==> src/rtl/ops_pkg.sv <==
// package for the output-three product-two select block
// assumes a single 125 MHz core clock and a byte-wide register port
`default_nettype none

package ops_pkg;

	// ***********************************************************
	// register offsets
	// ***********************************************************
	localparam logic [7:0] OPS_ADDR_SEL_PRIMARY   = 8'h19; // primary thresholds, watchdogs
	localparam logic [7:0] OPS_ADDR_SEL_SECONDARY = 8'h1A; // secondary thresholds, inputs 1-2
	localparam logic [7:0] OPS_ADDR_SEL_IN_OUT    = 8'h1B; // inputs 3-4, other outputs
	localparam logic [7:0] OPS_ADDR_SEL_OUT_EIGHT = 8'h1C; // output eight select
	localparam logic [7:0] OPS_ADDR_MR_MAP        = 8'h40; // manual-reset mapping

	// ***********************************************************
	// field positions and reset values
	// ***********************************************************
	localparam int         OPS_BIT_OUT_EIGHT = 1;     // bit within 1C
	localparam int         OPS_BIT_MR_MAP    = 2;     // bit within 40
	localparam logic [7:0] OPS_REG_RESET     = 8'h00; // every select cleared
	localparam logic [7:0] OPS_RDATA_UNMAPPED = 8'h00; // unmapped read value
	localparam int         OPS_COND_W        = 25;    // width of condition vector

	// bits allowed on the smaller variant, per select register
	localparam logic [7:0] OPS_SMALL_MASK_19 = 8'hCF; // no detectors five, six
	localparam logic [7:0] OPS_SMALL_MASK_1A = 8'hCF; // no detectors five, six
	localparam logic [7:0] OPS_SMALL_MASK_1B = 8'hF3; // no outputs one, two
	localparam logic [7:0] OPS_SMALL_MASK_1C = 8'hFD; // no output eight

	// output level codes
	localparam logic OPS_OUT_ASSERTED   = 1'b1; // output in its reset/fault state
	localparam logic OPS_OUT_DEASSERTED = 1'b0; // output released

endpackage : ops_pkg

`default_nettype wire

==> src/rtl/ops_output_three.sv <==
// output-three product-two select registers and output decision
// assumes product one is computed elsewhere and arrives as i_product_one;
// assumes all inputs are synchronous to i_core_clk
//
// Summary of operation
// (RQ1) Bits 0-3 of register 19 add primary undervoltage of detectors one to four to the term.
// (RQ2) Bits 4-5 of register 19 add detectors five and six only on the larger variant.
// (RQ3) Bits 6-7 of register 19 add watchdog timers one and two to the term.
// (RQ4) Bits 0-5 of register 1A add secondary thresholds of detectors one to six, five and six only on the larger variant.
// (RQ5) Bits 6-7 of register 1A add logic inputs one and two to the term.
// (RQ6) Bits 0-1 of register 1B add logic inputs three and four to the term.
// (RQ7) Bits 2-3 of register 1B add sequenced outputs one and two on the larger variant.
// (RQ8) Bits 4-7 of register 1B add sequenced outputs four to seven to the term.
// (RQ9) Bit 1 of register 1C adds sequenced output eight on the larger variant.
// (RQ10) Bit 2 of register 40 asserts the output while the manual reset input is low.
// (RQ11) A cleared select bit removes its signal from the term entirely.
// (RQ12) The output deasserts when either product term is true and no manual reset hold applies, and stays asserted otherwise.
// (RQ13) Each term is the AND of selected conditions, each true only when healthy.
// (RQ14) Unselected conditions count as one and an empty term is never true.
`default_nettype none

module ops_output_three #(
	parameter bit LARGE_VARIANT = 1'b1 // 1 = six detectors, eight outputs
) (
	input  wire logic       i_core_clk,                 // 125 MHz core clock
	input  wire logic       i_sys_rst,                  // sync reset, active high
	// register port
	input  wire logic       i_cfg_wr_en,                // write strobe, one cycle
	input  wire logic       i_cfg_rd_en,                // read strobe, one cycle
	input  wire logic [7:0] i_cfg_addr,                 // register offset
	input  wire logic [7:0] i_cfg_wdata,                // write data
	output logic      [7:0] o_cfg_rdata,                // read data, registered
	output logic            o_cfg_rvalid,               // read data valid pulse
	// monitored conditions
	input  wire logic [5:0] i_detector_primary_ok,      // detector above primary threshold
	input  wire logic [5:0] i_detector_secondary_ok,    // detector within secondary threshold
	input  wire logic [1:0] i_watchdog_timer_expired,   // watchdog one, two expired
	input  wire logic [3:0] i_logic_input_active,       // logic inputs one to four active
	input  wire logic [7:0] i_sequenced_output_released,// outputs one to eight deasserted
	input  wire logic       i_manual_reset_n,           // manual reset, active low
	input  wire logic       i_product_one,              // product one term true
	// results
	output logic            o_sequenced_output_three,   // 1 = asserted
	output logic            o_product_two,              // product two term true
	output logic            o_manual_reset_hold         // output held by manual reset
);
	import ops_pkg::*;

	// ***********************************************************
	// register state
	// ***********************************************************
	logic [7:0] sel_primary_reg;
	logic [7:0] sel_primary_next;
	logic [7:0] sel_secondary_reg;
	logic [7:0] sel_secondary_next;
	logic [7:0] sel_in_out_reg;
	logic [7:0] sel_in_out_next;
	logic [7:0] sel_out_eight_reg;
	logic [7:0] sel_out_eight_next;
	logic [7:0] mr_map_reg;
	logic [7:0] mr_map_next;
	logic [7:0] rdata_reg;
	logic [7:0] rdata_next;
	logic       rvalid_reg;
	logic       rvalid_next;
	logic       out_reg;
	logic       out_next;
	logic       p2_reg;
	logic       p2_next;
	logic       mr_hold_reg;
	logic       mr_hold_next;

	// ***********************************************************
	// helpers
	// ***********************************************************
	// limit a select byte to the bits the fitted variant has
	function automatic logic [7:0] variant_mask(input logic [7:0] value,
		input logic [7:0] small_mask);
		variant_mask = LARGE_VARIANT ? value : (value & small_mask);
	endfunction

	// read mux for the stored registers
	function automatic logic [7:0] read_reg(input logic [7:0] addr,
		input logic [7:0] r19, input logic [7:0] r1a, input logic [7:0] r1b,
		input logic [7:0] r1c, input logic [7:0] r40);
		if (addr == OPS_ADDR_SEL_PRIMARY) begin
			read_reg = r19;
		end else if (addr == OPS_ADDR_SEL_SECONDARY) begin
			read_reg = r1a;
		end else if (addr == OPS_ADDR_SEL_IN_OUT) begin
			read_reg = r1b;
		end else if (addr == OPS_ADDR_SEL_OUT_EIGHT) begin
			read_reg = r1c;
		end else if (addr == OPS_ADDR_MR_MAP) begin
			read_reg = r40;
		end else begin
			read_reg = OPS_RDATA_UNMAPPED;
		end
	endfunction

	// ***********************************************************
	// register writes and reads
	// ***********************************************************
	// decode write strobe into the addressed register
	always_comb begin
		sel_primary_next   = sel_primary_reg;
		sel_secondary_next = sel_secondary_reg;
		sel_in_out_next    = sel_in_out_reg;
		sel_out_eight_next = sel_out_eight_reg;
		mr_map_next        = mr_map_reg;
		if (i_cfg_wr_en) begin
			if (i_cfg_addr == OPS_ADDR_SEL_PRIMARY) begin
				sel_primary_next = i_cfg_wdata;
			end else if (i_cfg_addr == OPS_ADDR_SEL_SECONDARY) begin
				sel_secondary_next = i_cfg_wdata;
			end else if (i_cfg_addr == OPS_ADDR_SEL_IN_OUT) begin
				sel_in_out_next = i_cfg_wdata;
			end else if (i_cfg_addr == OPS_ADDR_SEL_OUT_EIGHT) begin
				sel_out_eight_next = i_cfg_wdata;
			end else if (i_cfg_addr == OPS_ADDR_MR_MAP) begin
				mr_map_next = i_cfg_wdata;
			end
		end
		rvalid_next = i_cfg_rd_en;
		rdata_next  = rdata_reg;
		if (i_cfg_rd_en) begin
			rdata_next = read_reg(i_cfg_addr, sel_primary_reg, sel_secondary_reg,
				sel_in_out_reg, sel_out_eight_reg, mr_map_reg);
		end
	end

	// register the configuration and read path
	always_ff @(posedge i_core_clk) begin
		if (i_sys_rst) begin
			sel_primary_reg   <= OPS_REG_RESET;
			sel_secondary_reg <= OPS_REG_RESET;
			sel_in_out_reg    <= OPS_REG_RESET;
			sel_out_eight_reg <= OPS_REG_RESET;
			mr_map_reg        <= OPS_REG_RESET;
			rdata_reg         <= OPS_REG_RESET;
			rvalid_reg        <= 1'b0;
		end else begin
			sel_primary_reg   <= sel_primary_next;
			sel_secondary_reg <= sel_secondary_next;
			sel_in_out_reg    <= sel_in_out_next;
			sel_out_eight_reg <= sel_out_eight_next;
			mr_map_reg        <= mr_map_next;
			rdata_reg         <= rdata_next;
			rvalid_reg        <= rvalid_next;
		end
	end

	// ***********************************************************
	// condition and select vectors
	// ***********************************************************
	logic [OPS_COND_W-1:0] select_vec;
	logic [OPS_COND_W-1:0] healthy_vec;
	logic [7:0]            sel19_eff;
	logic [7:0]            sel1a_eff;
	logic [7:0]            sel1b_eff;
	logic [7:0]            sel1c_eff;
	logic                  product_two;

	// variant masking of select bits
	always_comb begin
		sel19_eff = variant_mask(sel_primary_reg, OPS_SMALL_MASK_19);   // [RQ2]
		sel1a_eff = variant_mask(sel_secondary_reg, OPS_SMALL_MASK_1A); // [RQ4]
		sel1b_eff = variant_mask(sel_in_out_reg, OPS_SMALL_MASK_1B);    // [RQ7]
		sel1c_eff = variant_mask(sel_out_eight_reg, OPS_SMALL_MASK_1C); // [RQ9]
		select_vec = {sel1c_eff[OPS_BIT_OUT_EIGHT], sel1b_eff, sel1a_eff, sel19_eff};
	end

	// healthy flags, in the same bit order as the selects
	always_comb begin
		healthy_vec[3:0]   = i_detector_primary_ok[3:0];          // [RQ1]
		healthy_vec[5:4]   = i_detector_primary_ok[5:4];          // [RQ2]
		healthy_vec[7:6]   = ~i_watchdog_timer_expired;           // [RQ3]
		healthy_vec[13:8]  = i_detector_secondary_ok;             // [RQ4]
		healthy_vec[15:14] = ~i_logic_input_active[1:0];          // [RQ5]
		healthy_vec[17:16] = ~i_logic_input_active[3:2];          // [RQ6]
		healthy_vec[19:18] = i_sequenced_output_released[1:0];    // [RQ7]
		healthy_vec[23:20] = i_sequenced_output_released[6:3];    // [RQ8]
		healthy_vec[24]    = i_sequenced_output_released[7];      // [RQ9]
	end

	// product two evaluation
	ops_product_term u_product_two (
		.i_select  (select_vec),
		.i_healthy (healthy_vec),
		.o_true    (product_two)
	);

	// ***********************************************************
	// output decision
	// ***********************************************************
	// release when either term true; manual reset forces assertion
	always_comb begin
		mr_hold_next = mr_map_reg[OPS_BIT_MR_MAP] && !i_manual_reset_n; // [RQ10]
		p2_next      = product_two;
		if (mr_hold_next) begin
			out_next = OPS_OUT_ASSERTED;                                 // [RQ10]
		end else if (i_product_one || product_two) begin
			out_next = OPS_OUT_DEASSERTED;                               // [RQ12]
		end else begin
			out_next = OPS_OUT_ASSERTED;                                 // [RQ12]
		end
	end

	// register the output state
	always_ff @(posedge i_core_clk) begin
		if (i_sys_rst) begin
			out_reg     <= OPS_OUT_ASSERTED;
			p2_reg      <= 1'b0;
			mr_hold_reg <= 1'b0;
		end else begin
			out_reg     <= out_next;
			p2_reg      <= p2_next;
			mr_hold_reg <= mr_hold_next;
		end
	end

	// drive outputs from flops
	assign o_sequenced_output_three = out_reg;
	assign o_product_two            = p2_reg;
	assign o_manual_reset_hold      = mr_hold_reg;
	assign o_cfg_rdata              = rdata_reg;
	assign o_cfg_rvalid             = rvalid_reg;

endmodule // ops_output_three

`default_nettype wire

==> src/rtl/ops_product_term.sv <==
// one product term: AND of selected healthy conditions
// assumes conditions are already synchronous and active high when healthy
`default_nettype none

module ops_product_term (
	input  wire logic [ops_pkg::OPS_COND_W-1:0] i_select,  // one bit per condition
	input  wire logic [ops_pkg::OPS_COND_W-1:0] i_healthy, // condition healthy flags
	output logic                                o_true     // term evaluates true
);
	import ops_pkg::*;

	// ***********************************************************
	// term evaluation
	// ***********************************************************
	// unselected bits force one; empty selection never true
	always_comb begin
		o_true = (&(i_healthy | ~i_select)) && (|i_select); // [RQ11] [RQ13] [RQ14]
	end

endmodule // ops_product_term

`default_nettype wire

==> config.mk <==
export PLATFORM = sky130hd
export DESIGN_NAME = ops_output_three
export DESIGN_NICKNAME = d
export VERILOG_FILES = /design/src/rtl/ops_pkg.sv /design/src/rtl/ops_output_three.sv /design/src/rtl/ops_product_term.sv
export SDC_FILE = /design/constraint.sdc
export NUM_CORES = 1
export LEC_CHECK = 0
export ABC_CLOCK_PERIOD_IN_PS = 2120
export BUFFER_PORTS_ARGS = -buffer_cell sky130_fd_sc_hd__clkbuf_2
export CAP_MARGIN = 20
export CORE_MARGIN = 2
export CORE_UTILIZATION = 40
export DETAILED_ROUTE_END_ITERATION = 6
export MAX_ROUTING_LAYER = met4
export PLACE_DENSITY = 0.63
export SLEW_MARGIN = 20
export SYNTH_ARGS = -nofsm -noshare
export SYNTH_HDL_FRONTEND = slang
export SYNTH_SLANG_ARGS = --single-unit
==> constraint.sdc <==
create_clock -name i_core_clk -period 2.12 [get_ports i_core_clk]
set_input_delay 0.424 -clock i_core_clk [delete_from_list [all_inputs] [get_ports i_core_clk]]
set_output_delay 0.424 -clock i_core_clk [all_outputs]
set_load 0.02 [all_outputs]
After elaboration in Yosys (flattened, before gate mapping):

Cells that the tools add are included.

* flip-flop bits (word level): 52
* input bits: 48
* output and inout port bits: 12
* logic and storage cells: 42

* equal/unequal tests: 5
* mux-type cells: 6
* bitwise operators: 9
* reduce and logical (&&, ||, !) cells: 12

Operator list (number)
* two-way mux 8 bit: 5
* equality test 8 x 5 -> 1 bit, second input constant: 4
* NOT 25 bit: 1
* OR 25 bit: 1
* AND reduction 25 bit: 1
* OR reduction 25 bit: 1
* equality test 8 x 7 -> 1 bit, second input constant: 1
* NOT 2 bit: 3
* AND reduction 6 bit: 1
* AND reduction 5 bit: 1
* NOT 1 bit: 4
* AND reduction 4 bit: 1
* AND reduction 3 bit: 1
* logical AND 1 bit: 2
* AND reduction 2 bit: 1
* OR reduction 2 bit: 1
* zero test 1 bit: 1
* logical OR 1 bit: 1
* two-way mux 1 bit: 1

Logic depth before layout (Yosys ltp):

Gate-level depths: netlist of run 1.

* depth in word-level cells: 6
* depth in mapped cells: 7
* gate-level depth less buffers: 5

Hierarchy:

Synthesis of run 1 repeated with hierarchy kept, for this count alone.

* cell total of the unflattened synthesis: 319
* area, all modules: 2746.4 µm²

By module, submodules not included
* ops_output_three: instances 1, cells each 271, area each 2468.6 µm², sequential area each 1041.0 µm²
* ops_product_term: instances 1, cells each 48, area each 277.8 µm², sequential area each 0.0 µm²

Least setup slack after synthesis of run 1:

No wires, ideal clock.

* path type: input port to flip-flop
* start point: input port i_cfg_addr[5]
* end point: register rdata_reg[6] (netlist: o_cfg_rdata[6])
* setup time: 0.103 ns
* arrival time: 1.694 ns
* required time: 2.017 ns
* setup slack: 0.323 ns
* stages on the path: 6
* buffers on the path: 1
* cells stage by stage: nor4b_4 and4_1 buf_2 a211oi_1 o221a_1 a2111oi_2

* cells in the longest elaborated chain, start to end: 6

RTL lines
* from (decl): line ops_output_three.sv:30 `input wire logic [7:0] i_cfg_addr,`
* equality test 8 x 7 -> 1 bit: line ops_output_three.sv:94 `end else if (addr == OPS_ADDR_MR_MAP) begin`
* two-way mux 8 bit: line ops_output_three.sv:94
* two-way mux 8 bit: line ops_output_three.sv:92 `end else if (addr == OPS_ADDR_SEL_OUT_EIGHT) begin`
* two-way mux 8 bit: line ops_output_three.sv:90 `end else if (addr == OPS_ADDR_SEL_IN_OUT) begin`
* two-way mux 8 bit: line ops_output_three.sv:88 `end else if (addr == OPS_ADDR_SEL_SECONDARY) begin`
* two-way mux 8 bit *: line ops_output_three.sv:86 `if (addr == OPS_ADDR_SEL_PRIMARY) begin`
* to (signal assigned): line ops_output_three.sv:148 `rdata_reg <= rdata_next;`
* to (decl): line ops_output_three.sv:62 `logic [7:0] rdata_reg;`

Every way passes the cells marked *; elsewhere a longest branch is shown, timed or not.
A chain may end at the register's enable or synchronous reset.

Final worst setup path of run 1:

* start point: register sel_primary_reg[7] (netlist: sel19_eff[7])
* end point: register out_reg (netlist: o_sequenced_output_three)

* cells in the longest elaborated chain, start to end: 6

RTL lines
* from (decl): line ops_output_three.sv:52 `logic [7:0] sel_primary_reg;`
* from (signal assigned): line ops_output_three.sv:143 `sel_primary_reg <= sel_primary_next;`
* NOT 25 bit: line ops_product_term.sv:17 `o_true = (&(i_healthy | ~i_select)) && (|i_select);`
* OR 25 bit: line ops_product_term.sv:17
* AND reduction 25 bit: line ops_product_term.sv:17
* logical AND 1 bit *: line ops_product_term.sv:17
* logical OR 1 bit *: line ops_output_three.sv:202 `end else if (i_product_one || product_two) begin`
* two-way mux 1 bit *: line ops_output_three.sv:202
* to (signal assigned): line ops_output_three.sv:216 `out_reg <= out_next;`
* to (decl): line ops_output_three.sv:66 `logic out_reg;`

Marked as above.

==> results of run 1 <==
how the worst min path moves through the flow:
stage	from	to	slack, ns	cells after the start
2_1_floorplan	sel1c_eff[0]	sel1c_eff[0]	0.44	2
6_report	i_manual_reset_n	o_manual_reset_hold	0.29	2
3_5_place_dp	o_cfg_rdata[0]	o_cfg_rdata[0]	0.44	2
5_1_grt	i_manual_reset_n	o_manual_reset_hold	0.29	2
3_3_place_gp	o_cfg_rdata[0]	o_cfg_rdata[0]	0.43	2
4_1_cts	i_manual_reset_n	o_manual_reset_hold	0.28	2
metrics by stage:
step	worst slack, ns	instance area (sq um)
4_1_cts	0.3481	2935
2_1_floorplan	0.3229	2446
5_1_grt	0.2556	2935
3_3_place_gp	0.2117	2836
3_5_place_dp	0.1850	2836
6_report	0.3775	2935
worst register-to-register path, stage by stage (launching register included):
cell	delay, ns
sky130_fd_sc_hd__dfxtp_1	0.35
sky130_fd_sc_hd__a22oi_1	0.24
sky130_fd_sc_hd__o221ai_1	0.19
sky130_fd_sc_hd__or3_1	0.33
sky130_fd_sc_hd__nor4_1	0.40
sky130_fd_sc_hd__o21ai_0	0.12
per-layer routing:
layer  global-route usage (%)  vias to the layer above  part of all wire, %  routed length, um
li1                         -                     1222                    -                  -
met1                    29.10                     1090                   46               3118
met2                    34.52                       82                   45               3077
met3                    4.022                        4                  8.2                559
met4                    5.500                        0                 0.95                 65
met5                        -                        -                    0                  0
area by class of cell:
class                      instances  area, sq um
inverter                          20        75.07
tap                               75        93.84
fill                             593         2985
timing repair buffer              69        372.9
clock inverter                     1        30.03
multi-input combinational        226         1254
sequential                        52         1041
clock buffer                       5        68.82
layout by cell type, fill, tap and decap left out, types with 4 or more instances in the layout:
cell type,count
sky130_fd_sc_hd__a21oi_1,42
sky130_fd_sc_hd__a221oi_1,5
sky130_fd_sc_hd__a22oi_1,4
sky130_fd_sc_hd__buf_4,11
sky130_fd_sc_hd__clkbuf_2,58
sky130_fd_sc_hd__clkbuf_8,5
sky130_fd_sc_hd__dfxtp_1,52
sky130_fd_sc_hd__inv_1,20
sky130_fd_sc_hd__mux2i_1,8
sky130_fd_sc_hd__nand2_1,60
sky130_fd_sc_hd__nand3_1,25
sky130_fd_sc_hd__nor2_1,16
sky130_fd_sc_hd__nor2b_1,7
sky130_fd_sc_hd__nor4_1,7
sky130_fd_sc_hd__o21ai_0,12
sky130_fd_sc_hd__o22ai_1,4
sky130_fd_sc_hd__o2bb2ai_1,5
sky130_fd_sc_hd__or3_1,4
logic make-up after synthesis:
kind of cell / count (synthesis) / synth area share (%)
simple gates: 135 / 27.16
compound gates: 83 / 20.82
flops: 52 / 42.56
buf+inv: 37 / 6.189
mux: 8 / 3.274
report_power, final:
part	leakage [nW]	switching (mW)	internal, mW	total [mW]
Clock	0.0501	0.320	0.340	0.660
Sequential	0.420	0.00245	0.981	0.984
Combinational	0.588	0.0895	0.0577	0.147
Total	1.06	0.412	1.38	1.79
Yosys cell counts (all sizes together) (2+ instances only):
library cell | n | area [sq um]
nand2b | 2 | 12.51
inv | 20 | 75.07
clkbuf | 10 | 38.78
o2111ai | 2 | 17.52
nor3 | 2 | 15.01
buf | 7 | 37.54
a221oi | 5 | 43.79
and4 | 2 | 17.52
o2bb2ai | 5 | 43.79
dfxtp | 52 | 1041
mux2i | 8 | 80.08
nand3 | 26 | 135.1
o21ai | 13 | 65.06
a22oi | 4 | 30.03
nor4 | 7 | 43.79
nand4 | 2 | 12.51
o221ai | 2 | 17.52
nor2 | 17 | 66.32
nand2 | 60 | 225.2
a21oi | 42 | 210.2
nor4b | 2 | 32.53
or3 | 4 | 25.02
o22ai | 4 | 25.02
nor2b | 7 | 43.79
and4b | 2 | 20.02
==> impl_metrics.toml, run 1 <==
[timing]
tmin_final_ns = 1.742
worst_slew_pin_slew_ns = 0.5202
slew_headroom_pct = 65.25
finalHoldWorstSlack_ns = 0.2865
post_route_clock_skew_ns = 0.008255
setup_viol_count_final = 0
clock.fmax_ghz = 0.5739
setup_tns_ns = 0
final_hold_violating_endpoints = 0
report.final.slew_viol_count = 0
grt_setup_unrepaired = "no"
layout_worst_path_cycle_share_pct = 82.19

[logic_synthesis]
synth_seq_area_share_pct = 42.56
mappedNetlistNets = 363
postSynthRegisterBits = 52
post_synth_instance_area_sq_um = 2446
syn_area_per_cell_sq_um = 7.765
synth_top_flop_cell = "sky130_fd_sc_hd__dfxtp_1"
number_of_enable_type_register_cells_in_the_synthesized_netlist = 0
postSynthCellCount = 315
netlist-cell-type-count = 40
yosysWarnings = 0
ys_async_sr_fraction_pct = 0

[worst_setup_path]
r2r_setup_slack_ns = 0.38
setup.worst_path.class = "register to register"
endpoint_of_the_worst_setup_timing_path = "o_sequenced_output_three"
worstPathCellList = "a22oi_1 > o221ai_1 > or3_1 > nor4_1 > o21ai_0"
worstPathArrival_ns = 1.93
critical_path.top_delay_family = "simple AND/OR/NAND/NOR gates"
timing.critical_path.from_type = "register"
r2r-end = "o_sequenced_output_three"
slowest_stage = "sky130_fd_sc_hd__nor4_1"
end_kind = "register"
wp_buf_inv = 0
path_max_fanout = 4
crit-reg2reg-launch = "sel19_eff[7]"
max_stage_delay_ns = 0.40
r2r.worst_path.cells = 5
crit_path_start = "sel19_eff[7]"
worst-path-stages = 5
critPathRequiredTime_ns = 2.31

[outcome]
run_status = "finished clean"

[power_and_ir_drop]
total_power_mw = 1.790
power.density_cell_area_nw_per_um2 = 609.9
ir_drop_v = 0.0004051
total_leakage_power_nw = 1.058

[routing]
routed_wirelength_um = 6822
detail-route-antenna-nets = 0
detail_route.drc_violations = 0
avgViaCountPerCell = 5.353
drtPass1Iterations = 4
wl_per_cell_um = 15.23
dr_total_vias = 2398
first_iter_violations = 247

[cts]
cts_sinks = 52
cts_buffer_depth = 2
cts_tree = "built"
cts_buffer_count = 5
hold_buffers = 0
clkLatencyLatePin_ns = 0.31
cts-resized-gates = 0
clk_pin_slew_ns = 0.09
cts_setup_buffers = 0
cts.root.buffer_cell = "sky130_fd_sc_hd__clkbuf_8"
cts.htree.levels = 2

[cells_and_area]
syn_to_final_growth_pct = 20.00
number_of_antenna_repair_diodes = 0
finalNonFillerCells = 448
finalCoreUtilization_pct = 49.58
number_of_nets_at_the_end_of_the_flow = 422
layout-drive-gt1-share_pct = 21.45

[global_route]
antenna_violations_before_repair = 0
grt_pass1_wl_um = 10870
groute.usage.overall_pct = 21.92
overflow = 0
grt_pass1_vias = 2170
pin_count_of_the_biggest_net_entering_global_routing = 46

[placement]
numPortBuffers = 58
dp.final_hpwl_um = 5199
dp_cells = 442
place_congestion = 0.8142

[die]
coreArea_sq_um = 5921
start_util_pct = 41.31
floorplan.die.width_um = 82.20
core.rowCount = 28
io_pins = 60
fp.dieArea_sq_um = 6757
chip_height_um = 82.20

[job]
maxCapViolations = 0

[hold_path]
holdCritPathClass = "input pin to register"
No activity file was read; power rests on OpenSTA's default activity.
==> run 2: changes to the inputs <==
- ABC_CLOCK_PERIOD_IN_PS: 2120 -> 1560
- PLACE_DENSITY: 0.63 -> 0.65
- clock period: 2.12 -> 1.56 ns (I/O delays scaled with it)
==> run 2 against run 1 <==
  * Clock skew decreased by 0.0031 ns
  * Sequential share of layout area shrank 3.3 points
  * Sequential cell count did not move
  * Critical endpoint is now o_product_two
==> impl_metrics.toml, run 2 (same netlist as run 1, synthesis figures left out) <==
[outcome]
run_status = "finished clean"

[worst_setup_path]
r2r_setup_slack_ns = 0.03
worstPathCellList = "a22oi_2 > o221ai_2 > or3_4 > nor4_4 > nor2b_1"
path_max_fanout = 2
timing.critical_path.from_type = "register"
r2r.worst_path.cells = 5
end_kind = "register"
setup.worst_path.class = "register to register"
wp_buf_inv = 0
slowest_stage = "sky130_fd_sc_hd__dfxtp_2"
worstPathArrival_ns = 1.77
crit-reg2reg-launch = "sel19_eff[7]"
critical_path.top_delay_family = "simple AND/OR/NAND/NOR gates"
max_stage_delay_ns = 0.35
r2r-end = "o_product_two"
crit_path_start = "sel19_eff[7]"
critPathRequiredTime_ns = 1.81

[placement]
preCtsSetupSlack_ns = -0.1909
place_congestion = 0.8422
numPortBuffers = 58
dp.final_hpwl_um = 5580

[die]
start_util_pct = 41.31
io_pins = 60
chip_height_um = 82.20
coreArea_sq_um = 5921
core.rowCount = 28
fp.dieArea_sq_um = 6757
floorplan.die.width_um = 82.20

[timing]
layout_setup_ws_ns = 0.03440
clock.fmax_ghz = 0.6555
slew_headroom_pct = 71.17
setup_viol_count_final = 0
post_route_clock_skew_ns = 0.005152
grt_setup_unrepaired = "yes"
worst_slew_pin_slew_ns = 0.4309
layout_worst_path_cycle_share_pct = 97.79
report.final.slew_viol_count = 0
tmin_final_ns = 1.526
final_hold_violating_endpoints = 0
setup_tns_ns = 0

[power_and_ir_drop]
power.density_cell_area_nw_per_um2 = 729.8
p_int_mw = 1.789
seqPwrFrac_pct = 56.6
total_leakage_power_nw = 1.214
clock_power_share_pct = 33.9
total_switching_power_mw = 0.5729
ir_drop_v = 0.0003473
switching_share_pct = 24.25
power.combinational.fraction_pct = 9.5

[global_route]
pin_count_of_the_biggest_net_entering_global_routing = 40
antenna_violations_before_repair = 0
groute.usage.overall_pct = 22.84
grt_pass1_wl_um = 11450
overflow = 0
grt_pass1_vias = 2347

[routing]
routed_wirelength_um = 7148
drtPass1Iterations = 5
avgViaCountPerCell = 5.425
dr_total_vias = 2593
first_iter_violations = 183
wl_per_cell_um = 14.95
detail_route.drc_violations = 0
detail-route-antenna-nets = 0

[cts]
clk_pin_slew_ns = 0.09
cts_tree = "built"
cts.htree.levels = 2
cts_buffer_count = 5
cts_buffer_depth = 2
clkLatencyLatePin_ns = 0.30
cts_sinks = 52
cts_setup_buffers = 0
cts.root.buffer_cell = "sky130_fd_sc_hd__clkbuf_8"
hold_buffers = 0

[hold_path]
min_path_cells = 2
hold_path_startpoint = "i_manual_reset_n"
holdCritPathClass = "input pin to register"
timing.hold.worst_endpoint = "o_manual_reset_hold"

[job]
maxCapViolations = 0

[cells_and_area]
layout-drive-gt1-share_pct = 28.78
number_of_nets_at_the_end_of_the_flow = 450
mostFrequentLayoutCells = "sky130_fd_sc_hd__nand2_1, sky130_fd_sc_hd__clkbuf_2, sky130_fd_sc_hd__dfxtp_1"
syn_to_final_growth_pct = 32.33
mostFrequentLayoutCell = "sky130_fd_sc_hd__nand2_1"
number_of_antenna_repair_diodes = 0
nFillCells = 564
run 2: worst max-delay path by stage:
stage                                    end  slack [ns]  cells after the start
floorplan                     o_cfg_rdata[6]       -0.05                      6
global placement                sel1a_eff[7]       -0.17                      6
finish                         o_product_two        0.03                      5
global route                   o_product_two       -0.03                      5
CTS                 o_sequenced_output_three        0.02                      5
detailed placement              sel1a_eff[0]       -0.19                      6
run 2: what timing repair did:
item,4_1_cts,5_1_grt
resized for setup,3,6
hold endpoints to repair,0,0
setup endpoints to repair,2,4
run 2: layout make-up:
| cell class | count | area [sq um] | share of cell area, % |
|---|---|---|---|
| Multi-Input combinational cell | 226 | 1299 | 40.12 |
| Sequential cell | 52 | 1042 | 32.20 |
| Inverter | 20 | 75.07 | 2.319 |
| Clock inverter | 1 | 7.507 | 0.2319 |
| Clock buffer | 7 | 86.33 | 2.667 |
| Timing Repair Buffer | 97 | 633.1 | 19.56 |
| Tap cell | 75 | 93.84 | 2.899 |
run 2: power groups by stage:
stage	clock [mW]	sequential, mW	combinational, mW
after floorplan	0	1.38	0.0807
after global placement	0	1.37	0.218
after detailed placement	0	1.37	0.219
after CTS	0.811	1.34	0.221
after global routing	0.874	1.34	0.245
final	0.801	1.34	0.225
run 2: worst register-to-register path, delay by kind of cell (launching register included):
kind,cells,cell delay [ns]
AO/OA/AOI/OAI,2,0.28
flip-flops,1,0.35
AND/OR/NAND/NOR,3,0.84
run 2: layer usage:
| layer | up-vias | part of all wire [%] | track usage [%] |
|---|---|---|---|
| li1 | 1284 | - | - |
| met1 | 1195 | 44 | 29.72 |
| met2 | 100 | 48 | 36.69 |
| met3 | 14 | 6.9 | 4.022 |
| met4 | 0 | 1.8 | 6.000 |
| met5 | - | 0 | - |
run 2: per-stage QoR:
stage / util (%) / cells / total power [mW] / instance area, sq um / hold slack (ns)
6_report: 54.67 / 478 / 2.362 / 3237 / 0.1727
5_1_grt: 54.67 / 478 / 2.457 / 3237 / 0.1658
4_1_cts: 54.18 / 478 / 2.369 / 3208 / 0.1713
3_5_place_dp: 52.39 / 470 / 1.587 / 3102 / 0.4489
3_3_place_gp: 52.39 / 470 / 1.585 / 3102 / 0.4364
2_1_floorplan: - / 315 / 1.456 / 2457 / 0.3881
==> run 3: changes to the inputs <==
- CORE_ASPECT_RATIO: not set -> 1.25
- SKIP_LAST_GASP: not set -> 1
==> run 3 against run 2 <==
  * The run now ends with setup timing left
  * Cell count up 2.5%
  * Fmax is 11% lower
  * Non-clock buffer count is 5 higher
  * Die area is essentially flat
  * Count of clock-buffer cells in the layout is the same
  * Utilization increased by 1.2 points
  * Total power up 0.73%
  * Design area rose by 1.2%
  * Clock power is 2% higher
  * Critical endpoint unchanged
  * Largest cell class unchanged
==> impl_metrics.toml, run 3 (same netlist as run 1, synthesis figures left out) <==
[worst_setup_path]
crit_path_start = "sel19_eff[5]"
r2r.worst_path.cells = 6
worstPathArrival_ns = 1.97
path_max_fanout = 2
end_kind = "register"
endpoint_of_the_worst_setup_timing_path = "o_product_two"
critPathRequiredTime_ns = 1.82
crit-reg2reg-launch = "sel19_eff[5]"
timing.critical_path.from_type = "register"
r2r-end = "o_product_two"
setup.worst_path.class = "register to register"
r2r_setup_slack_ns = -0.15

[cts]
hold_buffers = 0
cts.htree.levels = 2
cts_buffer_count = 5
cts_buffer_depth = 2
cts_sinks = 52
clk_pin_slew_ns = 0.09
cts_setup_buffers = 0
cts_tree = "built"
cts.root.buffer_cell = "sky130_fd_sc_hd__clkbuf_8"
clkLatencyLatePin_ns = 0.31

[timing]
clock.fmax_ghz = 0.5844
grt_setup_unrepaired = "yes"
report.final.slew_viol_count = 0
post_route_clock_skew_ns = 0.004779
layout_setup_ws_ns = -0.1511
layout_worst_path_cycle_share_pct = 109.7
setup_viol_count_final = 2
final_hold_violating_endpoints = 0
worst_slew_pin_slew_ns = 0.4454
slew_headroom_pct = 70.25
tmin_final_ns = 1.711
setup_tns_ns = -0.3021

[cells_and_area]
number_of_antenna_repair_diodes = 0
number_of_nets_at_the_end_of_the_flow = 455
final_design_area_no_fill_sq_um = 3274
mostFrequentLayoutCells = "sky130_fd_sc_hd__nand2_1, sky130_fd_sc_hd__clkbuf_2, sky130_fd_sc_hd__dfxtp_1"
finalCoreUtilization_pct = 55.91
syn_to_final_growth_pct = 33.86
layout-drive-gt1-share_pct = 31.13

[routing]
detail_route.drc_violations = 0
first_iter_violations = 218
wl_per_cell_um = 15.07
detail-route-antenna-nets = 0
avgViaCountPerCell = 5.312
routed_wirelength_um = 7382
dr_total_vias = 2603
drtPass1Iterations = 4

[global_route]
grt_pass1_vias = 2481
pin_count_of_the_biggest_net_entering_global_routing = 30
grt_pass1_wl_um = 11750
antenna_violations_before_repair = 0
groute.usage.overall_pct = 23.00
overflow = 0

[die]
chip_height_um = 91.43
start_util_pct = 41.76
io_pins = 60
fp.dieArea_sq_um = 6761
core.rowCount = 31
floorplan.die.width_um = 73.95
coreArea_sq_um = 5857

[outcome]
failed_checks = "setup timing"
run_status = "finished with violations"

[placement]
numPortBuffers = 58
place_congestion = 0.8622
detailed_place.area_sq_um = 3136
dp.final_hpwl_um = 5665

[job]
maxCapViolations = 0

[power_and_ir_drop]
total_leakage_power_nw = 1.244
ir_drop_v = 0.0003709
power.density_cell_area_nw_per_um2 = 726.7

[hold_path]
holdCritPathClass = "input pin to register"
-- run 3: cell types whose count changed in the layout (fill, tap and decap cells not counted), sizes merged --
cell,change
buf,+5
-- run 3: worst min path at each step --
stage | end | cells after the start | from | slack, ns
2_1_floorplan | o_manual_reset_hold | 1 | i_manual_reset_n | 0.39
3_3_place_gp | o_cfg_rdata[1] | 2 | o_cfg_rdata[1] | 0.44
3_5_place_dp | o_cfg_rdata[3] | 2 | o_cfg_rdata[3] | 0.45
4_1_cts | o_manual_reset_hold | 2 | i_manual_reset_n | 0.16
5_1_grt | o_sequenced_output_three | 2 | i_product_one | 0.17
6_report | o_manual_reset_hold | 2 | i_manual_reset_n | 0.16
-- run 3: routing by layer --
| layer | up-vias | track usage [%] | wire length, um | share of wire, % |
|---|---|---|---|---|
| met5 | - | - | 0 | 0 |
| met4 | 0 | 6.364 | 93 | 1.3 |
| met3 | 8 | 3.996 | 424 | 5.7 |
| met2 | 89 | 38.47 | 3739 | 51 |
| met1 | 1213 | 27.99 | 3125 | 42 |
| li1 | 1293 | - | - | - |
-- run 3: worst max-delay path, stage by stage (launching register included) --
cell and delay (ns):
sky130_fd_sc_hd__dfxtp_2 0.33, sky130_fd_sc_hd__nand2b_1 0.09, sky130_fd_sc_hd__o2111ai_2 0.12, sky130_fd_sc_hd__or4_4 0.55, sky130_fd_sc_hd__nor4_4 0.30, sky130_fd_sc_hd__buf_4 0.15, sky130_fd_sc_hd__nor2b_4 0.11
-- run 3: layout make-up --
cell class	instances	area, sq um
clock inverters	1	7.507
well taps	82	102.6
flip-flops and latches	52	1049
multi-input cells	226	1296
clock buffers	7	86.33
fillers	579	2582
repair buffers	102	658.1
inverters	20	75.07
-- run 3: where the power goes --
part	internal (mW)	switching (mW)
Clock	0.362	0.455
Sequential	1.33	0.00330
Combinational	0.0956	0.131
-- run 3: repair_timing --
action / in CTS / in global routing
gates cloned: 0 / 0
endpoints found under the hold margin: 0 / 0
pin swaps: 0 / 3
endpoints found under the setup margin: 2 / 2
gates resized for setup: 2 / 13
-- run 3: through the flow --
stage	total power, mW	hold slack [ns]	setup WS (ns)	std cells
2_1_floorplan	1.456	0.3881	-0.04869	315
3_3_place_gp	1.585	0.4366	-0.2187	482
3_5_place_dp	1.589	0.4477	-0.2258	482
4_1_cts	2.384	0.1642	-0.1058	490
5_1_grt	2.462	0.1674	-0.2140	490
6_report	2.379	0.1636	-0.1511	490
